`config.mk`:
```
export PLATFORM = sky130hd
export DESIGN_NAME = tcf_config
export DESIGN_NICKNAME = d
export VERILOG_FILES = /design/src/inc/tcf_pkg.sv /design/src/inc/tcf_cfg_if.sv /design/src/rtl/tcf_alu.sv /design/src/rtl/tcf_window.sv /design/src/rtl/tcf_config.sv
export VERILOG_INCLUDE_DIRS = /design/src /design/src/inc
export SDC_FILE = /design/constraint.sdc
export NUM_CORES = 1
export LEC_CHECK = 0
export BUFFER_PORTS_ARGS = -buffer_cell sky130_fd_sc_hd__buf_2
export CAP_MARGIN = 20
export CORE_MARGIN = 10
export CORE_UTILIZATION = 40
export DETAILED_ROUTE_END_ITERATION = 16
export MAX_ROUTING_LAYER = met4
export PLACE_DENSITY = 0.63
export SYNTH_ARGS = -nofsm -noshare
export SYNTH_HDL_FRONTEND = slang
export SYNTH_SLANG_ARGS = --single-unit
```
`constraint.sdc`:
```
create_clock -name clk -period 9.3 [get_ports clk]
set_input_delay 0 -clock clk [delete_from_list [all_inputs] [get_ports clk]]
set_output_delay 0 -clock clk [all_outputs]
set_load 0.01 [all_outputs]
```
`src/inc/tcf_map.svh`:
```
`ifndef TCF_MAP_SVH
`define TCF_MAP_SVH
`define TCF_A_MODE 8'h00
`define TCF_A_OPSEL 8'h04
`define TCF_A_DLY1 8'h08
`define TCF_A_DLY2 8'h0c
`define TCF_A_DLY3 8'h10
`define TCF_A_PULSE 8'h14
`define TCF_A_ISTAT 8'h18
`define TCF_A_IMASK 8'h1c
`define TCF_A_RESULT 8'h20
`define TCF_RESP_OKAY 2'b00
`define TCF_RESP_SLVERR 2'b10
`define TCF_MODE_BIT 0
`define TCF_MIN_LSB 16
`define TCF_SUB_LSB 20
`define TCF_DLY_MSB 18
`define TCF_EDGE_A_BIT 19
`define TCF_EDGE_B_BIT 20
`define TCF_IEN_ALU_BIT 21
`define TCF_IEN_TMO_BIT 23
`define TCF_TMO_LSB 19
`define TCF_FERR_BIT 21
`define TCF_PHASE_MSB 15
`define TCF_REP_LSB 16
`define TCF_REP_MSB 18
`define TCF_JOFF_BIT 19
`define TCF_SJON_BIT 20
`define TCF_DIS_A_BIT 21
`define TCF_DIS_B_BIT 22
`define TCF_INV_B_BIT 23
`define TCF_PULSE_RST 24'h080000
`define TCF_IMASK_RST 3'h0
`define TCF_FRAC_BITS 5
`define TCF_REF_MHZ 4
`define TCF_TMO0_US 64
`define TCF_CODE_NOP 4'h5
`define TCF_CODE_UNDEF 4'h8
`define TCF_CODE_MAX 4'hc
`endif

```
`src/inc/tcf_pkg.sv`:
```
package tcf_pkg;
  typedef logic [31:0] tcf_evt_t;
  typedef logic [12:0][31:0] tcf_evt_vec_t;
  typedef enum logic {TCF_SHORT = 1'b0, TCF_LONG = 1'b1} tcf_range_t;
  typedef enum logic [1:0] {
    TCF_TMO_64 = 2'b00,
    TCF_TMO_256 = 2'b01,
    TCF_TMO_1024 = 2'b10,
    TCF_TMO_4096 = 2'b11
  } tcf_tmo_sel_t;
endpackage

```
`src/inc/tcf_cfg_if.sv`:
```
`timescale 1ns/10ps
`default_nettype none
interface tcf_cfg_if;
  import tcf_pkg::*;
  tcf_range_t range;
  logic [3:0] minuend_event_select;
  logic [3:0] subtrahend_event_select;
  logic force_error_result;
  logic [18:0] stop_window_delay_a;
  logic [18:0] stop_window_delay_b;
  logic [18:0] stop_window_delay_c;
  tcf_tmo_sel_t long_range_timeout_select;
  modport src (output range, minuend_event_select, subtrahend_event_select,
    force_error_result, stop_window_delay_a, stop_window_delay_b,
    stop_window_delay_c, long_range_timeout_select);
  modport alu (input range, minuend_event_select, subtrahend_event_select,
    force_error_result);
  modport win (input range, stop_window_delay_a, stop_window_delay_b,
    stop_window_delay_c, long_range_timeout_select);
endinterface
`default_nettype wire

```
`src/rtl/tcf_alu.sv`:
```
`timescale 1ns/10ps
`default_nettype none
`include "tcf_map.svh"
module tcf_alu
  import tcf_pkg::*;
(
  input wire logic clk,
  input wire logic rst_n,
  input wire logic ce,
  input wire logic alu_go,
  input wire logic timeout,
  input wire tcf_evt_vec_t events,
  tcf_cfg_if.alu cfg,
  output tcf_evt_t result,
  output logic done
);
  typedef struct packed {
    tcf_evt_t res;
    logic done;
  } tcf_alu_t;
  tcf_alu_t s;
  tcf_alu_t next_s;
  logic [4:0] m;
  logic [4:0] d;

  // Returns {valid, event index}; index follows the code in short range.
  function automatic logic [4:0] pick(logic [3:0] c, tcf_range_t r,
                                      logic sub);
    if (r == TCF_LONG) begin
      if (!sub)
        return {c == 4'h1, 4'h0};
      return {c >= 4'h2 && c <= 4'h4, c - 4'h1};
    end
    return {c <= `TCF_CODE_MAX && c != `TCF_CODE_NOP &&
            c != `TCF_CODE_UNDEF, c};
  endfunction

  always_comb begin
    m = pick(cfg.minuend_event_select, cfg.range, 1'b0);
    d = pick(cfg.subtrahend_event_select, cfg.range, 1'b1);
    next_s = s;
    next_s.done = 1'b0;
    if (timeout && cfg.force_error_result) begin
      next_s.res = 32'hffffffff;
      next_s.done = 1'b1;
    end else if (alu_go && m[4] && d[4]) begin
      next_s.done = 1'b1;
      if (cfg.range == TCF_LONG)
        next_s.res = events[d[3:0]] - events[m[3:0]];
      else
        next_s.res = events[m[3:0]] - events[d[3:0]];
    end
  end

  always_ff @(posedge clk) begin
    if (!rst_n)
      s <= '0;
    else if (ce)
      s <= next_s;
  end

  assign result = s.res;
  assign done = s.done;

  ////////////////////////////////////////////////////////////////////////////
  tcf_evt_t chk_short;
  tcf_evt_t chk_long;
  assign chk_short = events[9] - events[3];
  assign chk_long = events[3] - events[0];
endmodule
`default_nettype wire

```
`src/rtl/tcf_window.sv`:
```
`timescale 1ns/10ps
`default_nettype none
`include "tcf_map.svh"
module tcf_window
  import tcf_pkg::*;
#(
  parameter logic [14:0] TMO_BASE = 15'd256
) (
  input wire logic clk,
  input wire logic rst_n,
  input wire logic ce,
  input wire logic ref_tick,
  input wire logic meas_start,
  tcf_cfg_if.win cfg,
  output logic [2:0] stop_enable,
  output logic timeout
);
  typedef enum logic {TCF_IDLE = 1'b0, TCF_RUN = 1'b1} tcf_win_st_t;
  typedef struct packed {
    tcf_win_st_t st;
    logic [14:0] ticks;
    logic [2:0] en;
    logic tmo;
  } tcf_win_t;
  tcf_win_t s;
  tcf_win_t next_s;
  logic [14:0] limit;

  // Ticks count whole reference periods; the delay carries five fraction
  // bits, so the window opens at the first whole period at or past it.
  function automatic logic open_at(logic [14:0] t, logic [18:0] dl);
    return {t, {`TCF_FRAC_BITS{1'b0}}} >= {1'b0, dl};
  endfunction

  always_comb begin
    limit = TMO_BASE << {cfg.long_range_timeout_select, 1'b0};
    next_s = s;
    next_s.tmo = 1'b0;
    unique case (s.st)
      TCF_IDLE: begin
        if (meas_start) begin
          next_s.st = TCF_RUN;
          next_s.ticks = 15'h0000;
        end
      end
      TCF_RUN: begin
        if (meas_start)
          next_s.ticks = 15'h0000;
        else if (cfg.range == TCF_LONG && s.ticks >= limit) begin
          next_s.st = TCF_IDLE;
          next_s.tmo = 1'b1;
        end else if (ref_tick && s.ticks != 15'h7fff)
          next_s.ticks = s.ticks + 15'h0001;
      end
    endcase
    next_s.en[0] = next_s.st == TCF_RUN &&
      open_at(next_s.ticks, cfg.stop_window_delay_a);
    next_s.en[1] = next_s.st == TCF_RUN &&
      open_at(next_s.ticks, cfg.stop_window_delay_b);
    next_s.en[2] = next_s.st == TCF_RUN &&
      open_at(next_s.ticks, cfg.stop_window_delay_c);
  end

  always_ff @(posedge clk) begin
    if (!rst_n)
      s <= '0;
    else if (ce)
      s <= next_s;
  end

  assign stop_enable = s.en;
  assign timeout = s.tmo;

  ////////////////////////////////////////////////////////////////////////////
  logic [19:0] over_b;
  assign over_b = {s.ticks, 5'h00} - {1'b0, cfg.stop_window_delay_b};
endmodule
`default_nettype wire

```
`src/rtl/tcf_config.sv`:
```
// Added by the designer: the register offsets and the AXI4-Lite slave port.
`timescale 1ns/10ps
`default_nettype none
`include "tcf_map.svh"

module tcf_config
  import tcf_pkg::*;
#(
  parameter logic [14:0] TMO_BASE_TICKS = 15'(`TCF_TMO0_US * `TCF_REF_MHZ)
) (
  input wire logic clk,
  input wire logic rst_n,
  input wire logic ce,
  input wire logic [7:0] awaddr,
  input wire logic awvalid,
  output logic awready,
  input wire logic [31:0] wdata,
  input wire logic [3:0] wstrb,
  input wire logic wvalid,
  output logic wready,
  output logic [1:0] bresp,
  output logic bvalid,
  input wire logic bready,
  input wire logic [7:0] araddr,
  input wire logic arvalid,
  output logic arready,
  output logic [31:0] rdata,
  output logic [1:0] rresp,
  output logic rvalid,
  input wire logic rready,
  input wire logic ref_tick,
  input wire logic meas_start,
  input wire logic alu_go,
  input wire logic all_hits_in,
  input wire tcf_evt_vec_t events,
  input wire logic stop_pin_a,
  input wire logic stop_pin_b,
  output logic long_range_mode,
  output logic [2:0] stop_enable,
  output logic stop_hit_a,
  output logic stop_hit_b,
  output tcf_evt_t alu_result,
  output logic [15:0] pulse_phase_mask,
  output logic [2:0] pulse_repeat,
  output logic jitter_unit_off,
  output logic start_jitter_on,
  output logic pulse_out_a_off,
  output logic pulse_out_b_off,
  output logic pulse_out_b_invert,
  output logic irq
);
  typedef struct packed {
    logic aw_rdy;
    logic ar_rdy;
    logic bvalid;
    logic [1:0] bresp;
    logic rvalid;
    logic [1:0] rresp;
    logic [31:0] rdata;
    tcf_range_t range;
    logic [7:0] opsel;
    logic [23:0] dly1;
    logic [23:0] dly2;
    logic [23:0] dly3;
    logic [23:0] pulse;
    logic [2:0] istat;
    logic [2:0] imask;
    logic irq;
    logic [2:0] sync_a;
    logic [2:0] sync_b;
    logic lvl_a;
    logic lvl_b;
    logic edge_a;
    logic edge_b;
    logic [1:0] hits_a;
  } tcf_top_t;
  tcf_top_t s;
  tcf_top_t next_s;

  logic aw_hit;
  logic ar_hit;
  logic chg_a;
  logic chg_b;
  logic [2:0] rd_clr;
  logic [2:0] ev_set;
  logic [3:0] open_a;
  logic [2:0] win_en;
  logic win_tmo;
  logic alu_done;
  tcf_evt_t alu_res;
  logic [23:0] wr_opsel;

  ////////////////////////////////////////////////////////////////////////////
  tcf_cfg_if cfg ();

  assign cfg.range = s.range;
  assign cfg.minuend_event_select = s.opsel[3:0];
  assign cfg.subtrahend_event_select = s.opsel[7:4];
  assign cfg.force_error_result = s.dly2[`TCF_FERR_BIT];
  assign cfg.stop_window_delay_a = s.dly1[`TCF_DLY_MSB:0];
  assign cfg.stop_window_delay_b = s.dly2[`TCF_DLY_MSB:0];
  assign cfg.stop_window_delay_c = s.dly3[`TCF_DLY_MSB:0];
  assign cfg.long_range_timeout_select =
    tcf_tmo_sel_t'(s.dly2[`TCF_TMO_LSB +: 2]);

  tcf_window #(
    .TMO_BASE(TMO_BASE_TICKS)
  ) u_window (
    .clk(clk),
    .rst_n(rst_n),
    .ce(ce),
    .ref_tick(ref_tick),
    .meas_start(meas_start),
    .cfg(cfg.win),
    .stop_enable(win_en),
    .timeout(win_tmo)
  );

  tcf_alu u_alu (
    .clk(clk),
    .rst_n(rst_n),
    .ce(ce),
    .alu_go(alu_go),
    .timeout(win_tmo),
    .events(events),
    .cfg(cfg.alu),
    .result(alu_res),
    .done(alu_done)
  );

  ////////////////////////////////////////////////////////////////////////////
  // Byte lanes above the 24 implemented bits are simply dropped.
  function automatic logic [23:0] wr24(logic [23:0] old, logic [31:0] d,
                                       logic [3:0] st);
    logic [23:0] r;
    r = old;
    for (int i = 0; i < 3; i++) begin
      if (st[i])
        r[i*8 +: 8] = d[i*8 +: 8];
    end
    return r;
  endfunction

  always_comb begin
    aw_hit = s.aw_rdy && awvalid && wvalid;
    ar_hit = s.ar_rdy && arvalid;
    rd_clr = (ar_hit && araddr == `TCF_A_ISTAT) ? 3'h7 : 3'h0;
    ev_set = {win_tmo, all_hits_in, alu_done} &
      s.dly1[`TCF_IEN_TMO_BIT:`TCF_IEN_ALU_BIT];
    wr_opsel = wr24({s.opsel, 16'h0000}, wdata, wstrb);
    chg_a = s.sync_a[1] == s.sync_a[2] && s.sync_a[2] != s.lvl_a;
    chg_b = s.sync_b[1] == s.sync_b[2] && s.sync_b[2] != s.lvl_b;
    open_a = {1'b1, win_en};
    next_s = s;
    // Address and data are taken together, so one write needs both.
    next_s.aw_rdy = !s.aw_rdy && !s.bvalid && awvalid && wvalid;
    next_s.ar_rdy = !s.ar_rdy && !s.rvalid && arvalid;
    if (bready)
      next_s.bvalid = 1'b0;
    if (rready)
      next_s.rvalid = 1'b0;
    if (aw_hit) begin
      next_s.bvalid = 1'b1;
      next_s.bresp = `TCF_RESP_OKAY;
      case (awaddr)
        `TCF_A_MODE: begin
          if (wstrb[0])
            next_s.range = tcf_range_t'(wdata[`TCF_MODE_BIT]);
        end
        `TCF_A_OPSEL: next_s.opsel = wr_opsel[23:16];
        `TCF_A_DLY1: next_s.dly1 = wr24(s.dly1, wdata, wstrb);
        `TCF_A_DLY2: next_s.dly2 = wr24(s.dly2, wdata, wstrb);
        `TCF_A_DLY3: next_s.dly3 = wr24(s.dly3, wdata, wstrb);
        `TCF_A_PULSE: next_s.pulse = wr24(s.pulse, wdata, wstrb);
        `TCF_A_IMASK: begin
          if (wstrb[0])
            next_s.imask = wdata[2:0];
        end
        `TCF_A_ISTAT, `TCF_A_RESULT: begin
        end
        default: next_s.bresp = `TCF_RESP_SLVERR;
      endcase
    end
    if (ar_hit) begin
      next_s.rvalid = 1'b1;
      next_s.rresp = `TCF_RESP_OKAY;
      next_s.rdata = 32'h00000000;
      // The operand, delay and pulse words are write-only and read back as zero.
      case (araddr)
        `TCF_A_MODE: next_s.rdata = {31'h00000000, s.range};
        `TCF_A_ISTAT: next_s.rdata = {29'h00000000, s.istat};
        `TCF_A_IMASK: next_s.rdata = {29'h00000000, s.imask};
        `TCF_A_RESULT: next_s.rdata = alu_res;
        `TCF_A_OPSEL, `TCF_A_DLY1, `TCF_A_DLY2, `TCF_A_DLY3,
        `TCF_A_PULSE: begin
        end
        default: next_s.rresp = `TCF_RESP_SLVERR;
      endcase
    end
    // An event in the clearing read's cycle survives for the next read.
    next_s.istat = (s.istat & ~rd_clr) | ev_set;
    next_s.irq = |(next_s.istat & next_s.imask);
    next_s.sync_a = {s.sync_a[1:0], stop_pin_a};
    next_s.sync_b = {s.sync_b[1:0], stop_pin_b};
    if (chg_a)
      next_s.lvl_a = s.sync_a[2];
    if (chg_b)
      next_s.lvl_b = s.sync_b[2];
    next_s.edge_a = chg_a && (s.sync_a[2] || s.dly1[`TCF_EDGE_A_BIT]) &&
      open_a[s.hits_a];
    next_s.edge_b = chg_b &&
      (s.sync_b[2] || s.dly1[`TCF_EDGE_B_BIT]);
    if (meas_start)
      next_s.hits_a = 2'd0;
    else if (next_s.edge_a && s.hits_a != 2'd3)
      next_s.hits_a = s.hits_a + 2'd1;
  end

  always_ff @(posedge clk) begin
    if (!rst_n) begin
      s <= '0;
      s.pulse <= `TCF_PULSE_RST;
      s.imask <= `TCF_IMASK_RST;
    end else if (ce) begin
      s <= next_s;
    end
  end

  ////////////////////////////////////////////////////////////////////////////
  assign awready = s.aw_rdy;
  assign wready = s.aw_rdy;
  assign bvalid = s.bvalid;
  assign bresp = s.bresp;
  assign arready = s.ar_rdy;
  assign rvalid = s.rvalid;
  assign rdata = s.rdata;
  assign rresp = s.rresp;
  assign long_range_mode = s.range;
  assign stop_enable = win_en;
  assign stop_hit_a = s.edge_a;
  assign stop_hit_b = s.edge_b;
  assign alu_result = alu_res;
  assign pulse_phase_mask = s.pulse[`TCF_PHASE_MSB:0];
  assign pulse_repeat = s.pulse[`TCF_REP_MSB:`TCF_REP_LSB];
  assign jitter_unit_off = s.pulse[`TCF_JOFF_BIT];
  assign start_jitter_on = s.pulse[`TCF_SJON_BIT];
  assign pulse_out_a_off = s.pulse[`TCF_DIS_A_BIT];
  assign pulse_out_b_off = s.pulse[`TCF_DIS_B_BIT];
  assign pulse_out_b_invert = s.pulse[`TCF_INV_B_BIT];
  assign irq = s.irq;

  ////////////////////////////////////////////////////////////////////////////
  logic [31:0] past_wdata;
  always_ff @(posedge clk) begin
    past_wdata <= wdata;
  end
endmodule
`default_nettype wire

```
==> results of run 1 <==
-- flip-flops by register name, summed over array words and instances, names as in the netlist, 2 cells and up --
register                       cells
rdata                             32
u_alu.result                      32
cfg.stop_window_delay_a           19
cfg.stop_window_delay_b           19
cfg.stop_window_delay_c           19
s                                 17
pulse_phase_mask                  16
u_window.s                        16
cfg.minuend_event_select           4
cfg.subtrahend_event_select        4
next_s                             4
pulse_repeat                       3
u_window.stop_enable               3
cfg.long_range_timeout_select      2
-- per-stage QoR --
stage,setup slack [ns],power (mW),cell area [um^2],instances
after floorplan,4.62,1.23,19900,2542
after global placement,3.41,1.47,22800,3562
after detailed placement,3.32,1.48,22800,3562
after CTS,3.27,2.33,23900,3642
after global routing,3.13,2.41,24100,3688
final,3.49,2.32,24100,3695
-- power by group --
part / internal [mW] / total (mW) / switching [mW] / leakage [nW]
sequential: 0.904 / 0.925 / 0.0207 / 1.69
clock: 0.468 / 0.833 / 0.365 / 0.315
combinational: 0.246 / 0.558 / 0.312 / 8.00
-- cell usage in the layout, fill, tap and decap left out, drive strengths merged, types with 5 or more instances in the layout --
cell           n
buf          608
nand2        361
a21oi        278
nor2         212
dfxtp        208
mux2i        189
inv          129
ha           113
mux4          96
o21ai         84
a211oi        83
nand3         67
o22ai         65
a221o         63
diode         52
a21o          52
dlygate4sd3   45
xnor2         30
clkbuf        27
nand4         23
nor3          22
o211ai        19
xor2          18
nor2b         16
nor4          13
a31oi         12
o31ai         10
a22oi          9
or3            8
a311oi         8
and3           7
o21bai         7
a32oi          6
a21boi         6
nand2b         6
and2           5
a2111oi        5
-- cell families after synthesis --
| kind of cell | count (synthesis) | synth area share |
|---|---|---|
| simple gates | 765 | 0.167 |
| compound gates | 736 | 0.239 |
| buf+inv | 380 | 0.0856 |
| mux | 288 | 0.205 |
| flops | 208 | 0.209 |
| fa+ha+maj | 115 | 0.0730 |
| xor+xnor | 48 | 0.0211 |
| other cells | 1 | 0.000188 |
-- worst max-delay path, cell delays in order (launching register included) --
cell and delay [ns]:
dfxtp_1 0.52, inv_1 0.08, ha_1 0.28, nand2_1 0.08
o21ai_4 0.16, buf_12 0.24, buf_4 0.43, mux4_2 0.64
a221o_1 0.41, inv_1 0.07, ha_1 0.15, inv_1 0.05
fa_1 0.40, a211oi_1 0.23, nor3_1 0.10, o211ai_1 0.29
o31ai_1 0.23, a211o_1 0.37, a21boi_0 0.50, o21ai_0 0.16
a311oi_1 0.29
-- cells in the mapped netlist, drive strengths merged, types with 23 or more instances --
cell and instances:
nand2 361, a21oi 278, nor2 212, dfxtp 208
mux2i 189, clkbuf 139, inv 127, ha 113
buf 112, mux4 96, o21ai 84, a211oi 83
nand3 67, o22ai 65, a221o 63, a21o 52
xnor2 30, nand4 23
-- per-layer routing --
| layer | routed length (um) | vias to the layer above | GRT usage | part of all wire |
|---|---|---|---|---|
| li1 | - | 10200 | - | - |
| met1 | 37300 | 10700 | 0.360 | 0.40 |
| met2 | 43700 | 1142 | 0.494 | 0.48 |
| met3 | 7100 | 164 | 0.0527 | 0.077 |
| met4 | 3930 | 0 | 0.129 | 0.043 |
| met5 | 0 | - | - | 0 |
-- worst max path at each step --
stage	startpoint	cells past startpoint	end
global route	cfg.subtrahend_event_select[0]$_SDFFE_PN0P_	22	u_alu.result[28]$_SDFFE_PN0P_
finish	cfg.subtrahend_event_select[0]$_SDFFE_PN0P_	20	u_alu.result[28]$_SDFFE_PN0P_
detailed placement	long_range_mode$_SDFFE_PN0P_	16	u_alu.result[28]$_SDFFE_PN0P_
floorplan	cfg.subtrahend_event_select[0]$_SDFFE_PN0P_	20	u_alu.result[28]$_SDFFE_PN0P_
global placement	long_range_mode$_SDFFE_PN0P_	18	u_alu.result[28]$_SDFFE_PN0P_
CTS	long_range_mode$_SDFFE_PN0P_	16	u_alu.result[28]$_SDFFE_PN0P_
-- layout make-up --
type                       count  area share
clock inverter                 8     0.00333
multi-input combinational   1954       0.589
clock buffer                  27      0.0240
tap                          664      0.0345
timing repair buffer         653       0.150
antenna                       52     0.00541
inverter                     129      0.0202
sequential                   208       0.174
==> impl_metrics.json, run 1 <==
{
  "reg2reg_to": "u_alu.result[28]$_SDFFE_PN0P_",
  "gp_congestion": 0.961,
  "ys_ff_latch": 208,
  "timing.setup.tns_ns": 0,
  "synth.area.top_cells": "dfxtp_1 (21%), mux4_2 (11%), mux2i_1 (9.5%)",
  "p_per_area_nw_per_um2": 96.2,
  "clk_latency_ns": 0.52,
  "synth_edf_count": 0,
  "grt_remaining_overflow": 0,
  "tightest_slew_ns": 1.06,
  "root_buffer": "clkbuf_16",
  "yosysTopAreaCellShare": 0.209,
  "grt_usage": 0.302,
  "cts_resized": 0,
  "finalHoldViolations": 0,
  "rsz0062_at_grt": "false",
  "worstPathArrival_ns": 6.22,
  "die_area_um2": 59100,
  "r2r_cells": 20,
  "syn_avg_cell_area_um2": 7.84,
  "start_kind": "flop",
  "yosysWarnings": 0,
  "synth.distinct_cells": 73,
  "fillers": 4822,
  "synthArstFlopShare": 0,
  "cts_tree": "yes",
  "whs_ns": 0.0143,
  "vias": 22100,
  "hp-class": "in -> reg",
  "routed_wl_mm": 92.1,
  "core.rowCount": 81,
  "cts.path.max_buffers": 3,
  "min_to": "rdata[0]$_SDFFE_PN0P_",
  "via_per_inst": 5.99,
  "synth_top_area_cell": "dfxtp_1",
  "ant_nets": 0,
  "setup_viol": 0,
  "drive_gt1_frac": 0.260,
  "core_um2": 49100,
  "final_nets": 3563,
  "slew_headroom": 0.291,
  "cp.required_ns": 9.71,
  "ys_seq_area_frac": 0.209,
  "syn2layout_area_growth_pct": 20.9,
  "cts.sinks": 208,
  "drc_errors": 0,
  "crit_fanout": 23,
  "antenna_found_initial": 63,
  "multi_input_area_um2": 14200,
  "die_h_um": 243,
  "syn-cell-area_um2": 19900,
  "cts_htree_levels": 1,
  "whs_path_depth": 6,
  "skew_ns": 0.0211,
  "drv_slew": 0,
  "hp-start": "araddr[7]",
  "ir_worst_vdd_v": 0.000114,
  "grt_pass1_vias": 21700,
  "hpwl_mm": 73.2,
  "endpoint_kind": "flop",
  "ioPinCount": 586,
  "die_width_um": 243,
  "cts_buffers": 20,
  "hold_buffers": 45,
  "post_cts_buffers": 0,
  "postLayoutCoreUtil": 0.491,
  "cap_violations": 0,
  "first_iter_violations": 2058,
  "outcome": "finished, final reports clean",
  "regArea_um2": 4180,
  "crit_type": "reg -> reg",
  "initial_core_util": 0.406,
  "grt_max_degree": 101,
  "timing.final.crit_period_ns": 5.81,
  "wl_per_cell_um": 24.9,
  "leakage_nw": 10.0,
  "grt_pass1_wl_mm": 136,
  "finalCritPeriodShare": 0.625,
  "clk_pin_slew_ns": 0.07,
  "synth_ff_type": "dfxtp_1",
  "firstDrtPassIters": 6,
  "r2r_slack_ns": 3.49,
  "max_freq_mhz": 172,
  "syn_inst": 2541,
  "portBuffers": 574,
  "r2r_start": "cfg.subtrahend_event_select[0]$_SDFFE_PN0P_"
}
(Power assumes the default switching activity.)
==> run 2: changes to the inputs <==
Settings changed: PLACE_DENSITY 0.63 to 0.66.
Clock period 9.3 ns to 4.86 ns, I/O delays scaled along.
==> run 2 against run 1 <==
Effect of this change:
- clock power rose by 97%
- final cell count grew 1.3%
- hold slack worse by 0.00056 ns
- critical endpoint unchanged
==> impl_metrics.json, run 2 (same netlist as run 1, synthesis figures left out) <==
{
  "finalNonFillerCells": 3743,
  "slew_headroom": 0.330,
  "routed_wl_mm": 98.2,
  "final_nets": 3619,
  "cts_htree_levels": 1,
  "cts_buffers": 21,
  "vias": 22400,
  "core_um2": 49100,
  "skew_ns": 0.0213,
  "max_freq_mhz": 214,
  "hpwl_mm": 78.6,
  "core.rowCount": 81,
  "drc_errors": 0,
  "path_cells": "inv_1 > ha_1 > nand2_1 > o21ai_4 > buf_4 > mux4_2 > nand2_1 > a21oi_1 > a221o_1 > inv_1 > ha_1 > inv_1 > fa_1 > a211oi_1 > nor3_1 > o211ai_1 > o31ai_2 > a211o_1 > a21boi_1 > o21ai_0 > a311oi_1",
  "critPathSlowestCell": "mux4_2",
  "layout_common_cells": "buf_2 (574), nand2_1 (360), a21oi_1 (276)",
  "portBuffers": 574,
  "cts.sinks": 208,
  "cpMostUsedCell": "inv_1",
  "pre_cts_ws_ns": 0.0142,
  "regArea_um2": 4180,
  "syn2layout_area_growth_pct": 24.2,
  "gp_congestion": 0.981,
  "clk_latency_ns": 0.52,
  "start_kind": "flop",
  "dpl_cell_area_um2": 23300,
  "wl_per_cell_um": 26.2,
  "ir_worst_vdd_v": 0.000251,
  "firstDrtPassIters": 6,
  "tightest_slew_ns": 1.00,
  "crit_fanout": 9,
  "fillers": 4849,
  "grt_max_degree": 70,
  "whs_ns": 0.0137,
  "drv_slew": 0,
  "first_iter_violations": 2277,
  "cts.path.max_buffers": 3,
  "total_power_mw": 4.54,
  "hp-class": "in -> reg",
  "grt_pass1_vias": 22100,
  "die_area_um2": 59100,
  "timing.final.crit_period_ns": 4.67,
  "root_buffer": "clkbuf_16",
  "cap_violations": 0,
  "grt_remaining_overflow": 0,
  "die_width_um": 243,
  "postLayoutCoreUtil": 0.504,
  "cp.required_ns": 5.27,
  "cts_tree": "yes",
  "antenna_found_initial": 58,
  "outcome": "finished, final reports clean",
  "die_h_um": 243,
  "leakage_nw": 10.3,
  "mostFrequentLayoutCell": "buf_2",
  "clk_pin_slew_ns": 0.07,
  "finalHoldViolations": 0,
  "ant_nets": 0,
  "setup_viol": 0,
  "finalCritPeriodShare": 0.961,
  "worstPathArrival_ns": 5.09,
  "initial_core_util": 0.406,
  "timing.setup.tns_ns": 0,
  "multi_input_area_um2": 14300,
  "setup_ws_ns": 0.188,
  "drive_gt1_frac": 0.281,
  "dpl.cell_count": 3612,
  "crit_type": "reg -> reg",
  "endpoint_kind": "flop",
  "grt_pass1_wl_mm": 143,
  "p_per_area_nw_per_um2": 183,
  "fin_area_um2": 24700,
  "via_per_inst": 5.98,
  "ioPinCount": 586,
  "cp_slowest_stage_delay_ns": 0.48,
  "grt_usage": 0.319
}
## run 2: cell types whose count changed in the layout (fill, tap and decap cells not counted), sizes merged
cell,previous run,this run
buf,608,664
bufinv,1,2
clkinv,4,8
clkinvlp,3,1
diode,52,44
dlygate4sd3,45,42
## run 2: area by class of cell
class                           instances  area share
Multi-Input combinational cell       1954       0.577
Antenna cell                           44     0.00445
Inverter                              129      0.0197
Tap cell                              664      0.0336
Clock inverter                         11     0.00481
Timing Repair Buffer                  708       0.169
Clock buffer                           25      0.0227
Sequential cell                       208       0.169
## run 2: power breakdown
| part | internal, mW | total (mW) | leakage, nW | switching, mW |
|---|---|---|---|---|
| Combinational | 0.493 | 1.12 | 8.32 | 0.629 |
| Clock | 0.934 | 1.64 | 0.337 | 0.704 |
| Sequential | 1.73 | 1.77 | 1.69 | 0.0430 |
| Total | 3.16 | 4.54 | 10.3 | 1.38 |
## run 2: routing by layer
metal  global-route usage  routed length (um)  vias up
met5                    -                   0        -
met4                0.115                3180        0
met3               0.0506                7690      159
met2                0.521               46900     1201
met1                0.391               40400    10800
li1                     -                   -    10300
## run 2: worst paths after layout
check / startpoint / to / slack [ns] / cells past startpoint
setup reg to reg: cfg.subtrahend_event_select[1]$_SDFFE_PN0P_ / u_alu.result[28]$_SDFFE_PN0P_ / 0.19 / 21
setup / recovery: cfg.subtrahend_event_select[1]$_SDFFE_PN0P_ / u_alu.result[28]$_SDFFE_PN0P_ / 0.19 / 21
hold / removal: araddr[4] / rdata[0]$_SDFFE_PN0P_ / 0.01 / 6
hold reg to reg: rdata[27]$_SDFFE_PN0P_ / rdata[27]$_SDFFE_PN0P_ / 0.45 / 2
## run 2: timing repair
item / 4_1_cts / 5_1_grt
setup buffers: 0 / 6
gates resized for setup: 1 / 25
setup endpoints to repair: 1 / 12
hold buffers: 42 / 0
endpoints found under the hold margin: 111 / 0
pin swaps: 0 / 5
cloned: 0 / 2
## run 2: worst max-delay path, delay by kind of cell, from the launching register on
family                     cells  cell delay (ns)
AOI/OAI and AO/OA             10             2.26
adders and majority gates      3             0.85
buffers and inverters          4             0.38
DFF                            1             0.33
muxes                          1             0.48
and+or+nand+nor                3             0.25
